$ cat config.mk
export PLATFORM = sky130hd
export DESIGN_NAME = flash_access_guard
export DESIGN_NICKNAME = d
export VERILOG_FILES = /design/src/rtl/flash_guard_pkg.sv /design/src/rtl/flash_access_guard.sv /design/src/rtl/page_lock_check.sv
export SDC_FILE = /design/constraint.sdc
export NUM_CORES = 1
export LEC_CHECK = 0
export BUFFER_PORTS_ARGS = -buffer_cell sky130_fd_sc_hd__buf_4
export CORE_UTILIZATION = 50
export CTS_BUF_LIST = sky130_fd_sc_hd__clkbuf_4 sky130_fd_sc_hd__clkbuf_8
export CTS_CLUSTER_DIAMETER = 40
export DETAILED_ROUTE_END_ITERATION = 6
export GPL_TIMING_DRIVEN = 0
export PLACE_DENSITY = 0.82
export RECOVER_POWER = 25
export SETUP_SLACK_MARGIN = 0.1
export SLEW_MARGIN = 0
export SYNTH_ARGS = -nofsm -noshare
export SYNTH_HDL_FRONTEND = slang
export SYNTH_SLANG_ARGS = --single-unit
$ cat constraint.sdc
create_clock -name sys_clk_in -period 7.2 [get_ports sys_clk_in]
set_input_delay 1.08 -clock sys_clk_in [delete_from_list [all_inputs] [get_ports sys_clk_in]]
set_output_delay 1.08 -clock sys_clk_in [all_outputs]
set_load 0.05 [all_outputs]
$ cat src/rtl/flash_guard_pkg.sv
// Shared constants for the flash access guard: register map, field positions,
// reset values and controller state codes.
// Assumes the core's special-register port carries 8-bit addresses and data.
package flash_guard_pkg;
   localparam logic [7:0] SFR_FLASH_TIMING_SCALE = 8'hB6;
   localparam logic [7:0] SFR_PROGRAM_STORE_CONTROL = 8'h8F;
   localparam logic [7:0] FLASH_TIMING_SCALE_RESET = 8'h00;
   localparam logic [7:0] PROGRAM_STORE_CONTROL_RESET = 8'h00;
   localparam int READ_STROBE_BIT = 4;
   localparam int ERASE_WRITE_TIME_BIT = 1;
   localparam int STORE_WRITE_BIT = 0;
   localparam int STORE_ERASE_BIT = 1;
   localparam int PAGE_BYTES = 512;
   localparam int PAGE_SHIFT = $clog2(PAGE_BYTES);
   localparam logic [7:0] LOCK_BYTE_ERASED = 8'hFF;
   localparam logic [7:0] READ_BLOCKED_DATA = 8'h00;

   typedef enum logic [3:0] {
      ST_BOOT = 4'h1,
      ST_IDLE = 4'h2,
      ST_RD1 = 4'h4,
      ST_RD2 = 4'h8
   } guard_state_t;
endpackage

$ cat src/rtl/flash_access_guard.sv
// Flash access guard: routes core data writes, code reads and debug accesses
// to the flash array, applies software enables and the lock byte, and times
// the read strobe.
// Assumes the flash array returns data during the last strobe cycle and
// performs its own erase/write timing from the extended-time select.
`timescale 1ns/10ps

// Functional notes
// - Flash stores run-time data besides code
// - Data writes go to flash when enabled
// - Data-space reads always go to RAM
// - Core modification only with store write enable
// - Core erase needs write and erase enables
// - Lock byte guards unprotected code, debug
// - Locked pages run from page zero
// - Locked count is inverted lock byte
// - Lock byte page locked unless all ones
// - Read-time bit picks one or two clocks
// - Erase/write time bit picks short/extended
module flash_access_guard #(
   parameter int ADDR_W = 16,
   parameter logic [ADDR_W-1:0] LOCK_ADDR = '1
) (
   input wire logic sys_clk_in,
   input wire logic rst_n_in,
   input wire logic clk_en_in,
   input wire logic [7:0] sfr_addr_in,
   input wire logic sfr_wr_in,
   input wire logic [7:0] sfr_wdata_in,
   output logic [7:0] sfr_rdata_out,
   input wire logic [ADDR_W-1:0] core_pc_in,
   input wire logic xwr_req_in,
   input wire logic [ADDR_W-1:0] xwr_addr_in,
   input wire logic [7:0] xwr_data_in,
   input wire logic xrd_req_in,
   input wire logic [ADDR_W-1:0] xrd_addr_in,
   input wire logic crd_req_in,
   input wire logic [ADDR_W-1:0] crd_addr_in,
   output logic crd_valid_out,
   output logic [7:0] rd_data_out,
   input wire logic dbg_rd_in,
   input wire logic dbg_wr_in,
   input wire logic dbg_erase_in,
   input wire logic [ADDR_W-1:0] dbg_addr_in,
   input wire logic [7:0] dbg_wdata_in,
   output logic dbg_valid_out,
   output logic ready_out,
   output logic violation_out,
   output logic external_data_ram_rd_out,
   output logic external_data_ram_wr_out,
   output logic [ADDR_W-1:0] external_data_ram_addr_out,
   output logic [7:0] external_data_ram_wdata_out,
   output logic [ADDR_W-1:0] flash_addr_out,
   output logic flash_rd_out,
   output logic flash_wr_out,
   output logic flash_erase_out,
   output logic [7:0] flash_wdata_out,
   input wire logic [7:0] flash_rdata_in,
   output logic flash_ext_time_out,
   output logic [7:0] lock_byte_out
);
   flash_guard_pkg::guard_state_t state;
   flash_guard_pkg::guard_state_t next_state;
   logic [7:0] flash_timing_scale;
   logic [7:0] program_store_control;
   logic [7:0] lock_byte;
   logic booting;
   logic owner_dbg;
   logic long_op;
   logic rd_blocked;

   // Register decode
   wire sel_fts = sfr_addr_in == flash_guard_pkg::SFR_FLASH_TIMING_SCALE;
   wire sel_psc = sfr_addr_in == flash_guard_pkg::SFR_PROGRAM_STORE_CONTROL;
   wire wr_fts = sfr_wr_in && sel_fts;
   wire wr_psc = sfr_wr_in && sel_psc;
   wire [7:0] next_sfr_rdata = sel_fts ? flash_timing_scale :
                               sel_psc ? program_store_control : 8'h00;
   wire store_we = program_store_control[flash_guard_pkg::STORE_WRITE_BIT];
   wire store_ee = program_store_control[flash_guard_pkg::STORE_ERASE_BIT];
   wire read_long = flash_timing_scale[flash_guard_pkg::READ_STROBE_BIT];

   // Request arbitration: debug, then data write, then code read
   wire idle = state == flash_guard_pkg::ST_IDLE;
   wire dbg_any = dbg_rd_in || dbg_wr_in || dbg_erase_in;
   wire take_dbg = idle && dbg_any;
   wire take_xwr = idle && !dbg_any && xwr_req_in;
   wire take_crd = idle && !dbg_any && !xwr_req_in && crd_req_in;
   wire [ADDR_W-1:0] sel_addr = dbg_any ? dbg_addr_in :
                                xwr_req_in ? xwr_addr_in : crd_addr_in;

   logic tgt_locked;
   logic pc_locked;
   page_lock_check #(.ADDR_W(ADDR_W)) u_tgt_check (
      .lock_byte_in(lock_byte),
      .lock_addr_in(LOCK_ADDR),
      .addr_in(sel_addr),
      .locked_out(tgt_locked)
   );
   page_lock_check #(.ADDR_W(ADDR_W)) u_pc_check (
      .lock_byte_in(lock_byte),
      .lock_addr_in(LOCK_ADDR),
      .addr_in(core_pc_in),
      .locked_out(pc_locked)
   );

   // Code running from a locked page is protected; debug never is
   wire allowed = dbg_any ? !tgt_locked : (pc_locked || !tgt_locked);

   // Data writes reach flash only with the store enable set
   wire xwr_flash = take_xwr && store_we;
   wire xwr_ram = take_xwr && !store_we;
   wire core_erase = xwr_flash && store_ee;
   wire dbg_erase = take_dbg && !dbg_rd_in && dbg_erase_in;
   wire dbg_write = take_dbg && !dbg_rd_in && !dbg_erase_in && dbg_wr_in;
   wire want_erase = core_erase || dbg_erase;
   wire want_write = (xwr_flash && !store_ee) || dbg_write;
   wire fire_erase = want_erase && allowed;
   wire fire_write = want_write && allowed;
   wire next_violation = (want_erase || want_write) && !allowed;
   wire [7:0] wr_byte = dbg_any ? dbg_wdata_in : xwr_data_in;

   wire take_rd = take_crd || (take_dbg && dbg_rd_in);
   wire rd_last = (state == flash_guard_pkg::ST_RD1 && !long_op) ||
                  state == flash_guard_pkg::ST_RD2;
   wire [7:0] rd_value = rd_blocked ? flash_guard_pkg::READ_BLOCKED_DATA : flash_rdata_in;

   wire lock_hit_wr = fire_write && sel_addr == LOCK_ADDR;
   wire lock_hit_er = fire_erase &&
      (sel_addr >> flash_guard_pkg::PAGE_SHIFT) == (LOCK_ADDR >> flash_guard_pkg::PAGE_SHIFT);

   always_comb begin
      next_state = state;
      case (state)
         flash_guard_pkg::ST_BOOT: next_state = flash_guard_pkg::ST_RD1;
         flash_guard_pkg::ST_IDLE: begin
            if (take_rd) begin
               next_state = flash_guard_pkg::ST_RD1;
            end
         end
         flash_guard_pkg::ST_RD1: begin
            next_state = long_op ? flash_guard_pkg::ST_RD2 : flash_guard_pkg::ST_IDLE;
         end
         flash_guard_pkg::ST_RD2: next_state = flash_guard_pkg::ST_IDLE;
         default: next_state = flash_guard_pkg::ST_BOOT;
      endcase
   end

   wire next_strobe = next_state == flash_guard_pkg::ST_RD1 ||
                      next_state == flash_guard_pkg::ST_RD2;

   always_ff @(posedge sys_clk_in) begin
      if (!rst_n_in) begin
         state <= flash_guard_pkg::ST_BOOT;
         flash_timing_scale <= flash_guard_pkg::FLASH_TIMING_SCALE_RESET;
         program_store_control <= flash_guard_pkg::PROGRAM_STORE_CONTROL_RESET;
         sfr_rdata_out <= 8'h00;
         ready_out <= 1'b0;
      end else if (clk_en_in) begin
         state <= next_state;
         sfr_rdata_out <= next_sfr_rdata;
         ready_out <= next_state == flash_guard_pkg::ST_IDLE;
         if (wr_fts) begin
            flash_timing_scale <= sfr_wdata_in;
         end
         if (wr_psc) begin
            program_store_control <= sfr_wdata_in;
         end
      end
   end

   // Read sequencing, including the lock byte fetch after reset
   always_ff @(posedge sys_clk_in) begin
      if (!rst_n_in) begin
         booting <= 1'b1;
         owner_dbg <= 1'b0;
         long_op <= 1'b1;
         rd_blocked <= 1'b0;
         flash_rd_out <= 1'b0;
         flash_addr_out <= '0;
         crd_valid_out <= 1'b0;
         dbg_valid_out <= 1'b0;
         rd_data_out <= 8'h00;
      end else if (clk_en_in) begin
         flash_rd_out <= next_strobe;
         crd_valid_out <= rd_last && !booting && !owner_dbg;
         dbg_valid_out <= rd_last && !booting && owner_dbg;
         if (state == flash_guard_pkg::ST_BOOT) begin
            flash_addr_out <= LOCK_ADDR;
            long_op <= 1'b1;
            rd_blocked <= 1'b0;
         end else if (take_rd) begin
            flash_addr_out <= sel_addr;
            owner_dbg <= dbg_any;
            long_op <= read_long;
            rd_blocked <= !allowed;
         end else if (fire_write || fire_erase) begin
            flash_addr_out <= sel_addr;
         end
         if (rd_last) begin
            booting <= 1'b0;
            if (!booting) begin
               rd_data_out <= rd_value;
            end
         end
      end
   end

   // Program/erase strobes and lock byte tracking
   always_ff @(posedge sys_clk_in) begin
      if (!rst_n_in) begin
         lock_byte <= flash_guard_pkg::LOCK_BYTE_ERASED;
         flash_wr_out <= 1'b0;
         flash_erase_out <= 1'b0;
         flash_wdata_out <= 8'h00;
         violation_out <= 1'b0;
      end else if (clk_en_in) begin
         flash_wr_out <= fire_write;
         flash_erase_out <= fire_erase;
         violation_out <= next_violation;
         if (fire_write) begin
            flash_wdata_out <= wr_byte;
         end
         if (rd_last && booting) begin
            lock_byte <= flash_rdata_in;
         end else if (lock_hit_er) begin
            lock_byte <= flash_guard_pkg::LOCK_BYTE_ERASED;
         end else if (lock_hit_wr) begin
            lock_byte <= lock_byte & wr_byte;
         end
      end
   end

   // Data-space path to on-chip RAM; reads always, writes only with store write enable clear
   always_ff @(posedge sys_clk_in) begin
      if (!rst_n_in) begin
         external_data_ram_rd_out <= 1'b0;
         external_data_ram_wr_out <= 1'b0;
         external_data_ram_addr_out <= '0;
         external_data_ram_wdata_out <= 8'h00;
      end else if (clk_en_in) begin
         external_data_ram_rd_out <= xrd_req_in;
         external_data_ram_wr_out <= xwr_ram;
         if (xrd_req_in) begin
            external_data_ram_addr_out <= xrd_addr_in;
         end else if (xwr_ram) begin
            external_data_ram_addr_out <= xwr_addr_in;
            external_data_ram_wdata_out <= xwr_data_in;
         end
      end
   end

   assign flash_ext_time_out = flash_timing_scale[flash_guard_pkg::ERASE_WRITE_TIME_BIT];
   assign lock_byte_out = lock_byte;
endmodule

$ cat src/rtl/page_lock_check.sv
// Decides whether a flash address falls in a page locked by the lock byte.
// Purely combinational; assumes pages of flash_guard_pkg::PAGE_BYTES.
`timescale 1ns/10ps
module page_lock_check #(
   parameter int ADDR_W = 16
) (
   input wire logic [7:0] lock_byte_in,
   input wire logic [ADDR_W-1:0] lock_addr_in,
   input wire logic [ADDR_W-1:0] addr_in,
   output logic locked_out
);
   wire [15:0] page_num = 16'(addr_in >> flash_guard_pkg::PAGE_SHIFT);
   wire [15:0] lock_page = 16'(lock_addr_in >> flash_guard_pkg::PAGE_SHIFT);
   // Locked run starts at page zero, length is the inverted lock byte
   wire [15:0] locked_count = {8'h00, ~lock_byte_in};
   wire any_locked = lock_byte_in != flash_guard_pkg::LOCK_BYTE_ERASED;

   assign locked_out = (page_num < locked_count) ||
                       (any_locked && page_num == lock_page);
endmodule

==> flow_metrics.py <==
metrics = {
    "timing": {
        "relSlewSlack": 0.3276,
        "fmax_mhz": 227.4,
        "skew_ns": 0.009908,
        "finalCriticalPeriod_ns": 4.397,
        "fin_setup_tns_ns": 0,
        "rsz0062_at_grt": "no",
        "finalSetupViolations": 0,
        "finalHoldViolations": 0,
        "postLayoutSetupSlackWorst_ns": 2.803,
        "worst_pin_slew_ns": 1.005,
        "slew_violations": 0,
        "finalCritPeriodShare": 0.6107,
    },
    "clocking": {
        "postCtsHoldBufs": 0,
        "cts_buffers": 9,
        "cts.repair.resized": 0,
        "cts.clk_slew.worst_paths_ns": 0.11,
        "clock_latency_ns": 0.38,
        "cts_root_buf": "clkbuf_8",
        "clock-sinks": 105,
        "cts_tree": "yes",
        "clockBufferDepth": 2,
        "htreeDepth": 3,
        "post_cts_buffers": 0,
    },
    "place": {
        "dpl.hpwl_mm": 13.47,
        "port-buffer-count": 197,
        "pre_cts_slack_ns": 2.474,
        "gp_congestion": 0.9114,
    },
    "floorplan": {
        "start_util": 0.5260,
        "die-area_sq_um": 10890,
        "ios": 212,
        "fp-row-count": 36,
        "coreArea_sq_um": 9955,
        "die_w_microns": 104.3,
        "die_y_microns": 104.3,
    },
    "yosys": {
        "synth_seq_area_share": 0.4014,
        "netlist_instances": 562,
        "ys_types": 58,
        "synth.cell_area_sq_um": 5236,
        "ys_seq_elements": 105,
        "syn_avg_cell_area_sq_um": 9.317,
        "syn-num-nets": 704,
        "synth_edf_count": 0,
        "async_flop_share": 0,
        "synth_flop_cell": "dfxtp_1",
        "yosys_warnings": 0,
    },
    "setup_path": {
        "cp_slowest_cell": "clkbuf_1",
        "crit_required_ns": 7.43,
        "crit_family": "compound AO/OA/AOI/OAI gates",
        "crit_arrival_ns": 4.63,
        "path_buf_inv": 4,
        "cp-end-kind": "flop",
        "cp-start-kind": "input port",
        "critical_path_class": "in2reg",
        "slowest_delay_ns": 0.54,
        "critPathMaxFanout": 10,
        "path_cells": "clkbuf_2, or3_4, buf_6, clkbuf_1, clkbuf_1, o21ai_0, ha_1, nand3_1, nand2_1, a21oi_1, nand2_1, a31o_4, a21oi_1, a31oi_1",
    },
    "route": {
        "drt_pre_antenna_iters": 5,
        "drtAntennaViolNets": 0,
        "dr_total_vias": 5275,
        "drc": 0,
        "wl_per_cell_microns": 18.93,
        "drt_iter0_markers": 316,
        "routed_wl_mm": 17.19,
        "avgViaCountPerCell": 5.809,
    },
    "finish": {
        "num-nets-final": 912,
        "synthToLayoutAreaGrowth_pct": 31.80,
        "antenna_cells": 0,
        "layout_common_cells": "buf_4 (153), dfxtp_1 (105), nand2_1 (78)",
        "drive_above_1_share": 0.2826,
        "final_common_cell": "buf_4",
    },
    "power_and_ir_drop": {
        "ir_worst_vdd_uv": 108.8,
        "p_leak_nw": 2.988,
        "p_per_area_nw_per_um2": 180.2,
    },
    "grt": {
        "grt_max_degree": 19,
        "antenna_found_initial": 0,
        "grt_pass1_wl_mm": 26.69,
        "grt_pass1_vias": 5314,
        "grt_overflow_total": 0,
        "track_usage": 0.3108,
    },
    "outcome": {
        "status": "completed",
    },
    "min_path": {
        "hp-class": "reg2reg",
    },
    "job": {
        "maxCapViolCount": 0,
    },
}
cells by family after synthesis:
| kind of cell | Yosys count | share of synthesized area |
|---|---|---|
| flops | 105 | 0.4014 |
| mux | 65 | 0.1252 |
| xor+xnor | 1 | 0.001673 |
| compound gates | 130 | 0.2043 |
| buf+inv | 43 | 0.03775 |
| simple gates | 206 | 0.2010 |
| fa+ha+maj | 12 | 0.02867 |
worst paths after layout:
kind                   from               end  slack (ns)  cells past startpoint
min reg2reg  rd_data_out[3]    rd_data_out[3]        0.47                      2
max            dbg_erase_in  lock_byte_out[7]        2.80                     14
max reg2reg        state[2]  lock_byte_out[7]        4.07                      7
min          rd_data_out[3]    rd_data_out[3]        0.47                      2
stage by stage:
step / total power, W / cells / instance area [sq um] / hold slack (ns) / util
3_5_place_dp: 0.0009170 / 892 / 6882 / 0.4610 / 0.6913
4_1_cts: 0.001251 / 908 / 7058 / 0.4771 / 0.7090
5_1_grt: 0.001286 / 908 / 6902 / 0.5019 / 0.6933
3_3_place_gp: 0.0009108 / 892 / 6882 / 0.4512 / 0.6913
2_1_floorplan: 0.0007948 / 562 / 5236 / 0.4444 / -
6_report: 0.001244 / 908 / 6902 / 0.4716 / 0.6933
power breakdown:
part	leakage (nW)	switching (W)	internal (W)
sequential	0.856	0.0000140	0.000602
combinational	2.04	0.000172	0.000110
clock	0.0957	0.000217	0.000130
total	2.99	0.000402	0.000842
tightest hold or removal path: stages, from the launching register on:
cell	delay, ns
dfxtp_1	0.32
nand2_1	0.05
a21boi_0	0.06
cell usage after synthesis, drive strengths merged, types with 2 or more instances:
cell,instances,area [sq um]
o21bai,2,18.77
nor2,26,105.1
o21a,2,15.01
nand4,8,50.05
and3,2,12.51
o2bb2ai,2,17.52
inv,5,18.76
a21oi,14,73.82
o32ai,2,17.52
nand2,78,292.8
or2,2,12.51
nor4,6,37.54
or4,3,26.27
dfxtp,105,2102
o211ai,2,15.01
o21ai,24,120.1
nand2b,2,12.51
nand3,16,80.08
and2,4,25.02
nor3,15,96.35
and4,2,17.52
a31oi,11,98.84
nor2b,27,168.9
nor3b,9,67.56
or3,4,30.03
clkbuf,25,95.09
a221oi,8,70.07
ha,12,150.1
o211a,18,180.2
buf,12,80.07
o22ai,2,12.51
a21boi,13,97.59
mux2,4,45.04
mux2i,61,610.6
o221a,25,281.5
routing by layer:
layer | GRT usage | part of all wire | routed length, microns | vias to the layer above
met5 | 0 | 0 | 0 | -
met2 | 0.5341 | 0.48 | 8272 | 256
li1 | - | - | - | 2495
met1 | 0.3745 | 0.42 | 7173 | 2488
met3 | 0.06642 | 0.074 | 1268 | 36
met4 | 0.1276 | 0.027 | 470 | 0
cell type report:
type	instances	area [sq um]
Fill cell	855	3053
Tap cell	133	166.4
Clock inverter	7	52.55
Timing Repair Buffer	197	1310
Multi-Input combinational cell	414	2949
Clock buffer	9	123.9
Buffer	37	175.2
Inverter	6	22.52
Sequential cell	105	2102
registers in the layout, summed over array words and instances, names as in the netlist, 4 cells and up:
register	count
external_data_ram_addr_out	16
flash_addr_out	16
external_data_ram_wdata_out	8
flash_timing_scale	8
flash_wdata_out	8
lock_byte_out	8
program_store_control	8
rd_data_out	8
sfr_rdata_out	8
state	4
Note: power is estimated with default switching activity, not from simulation.
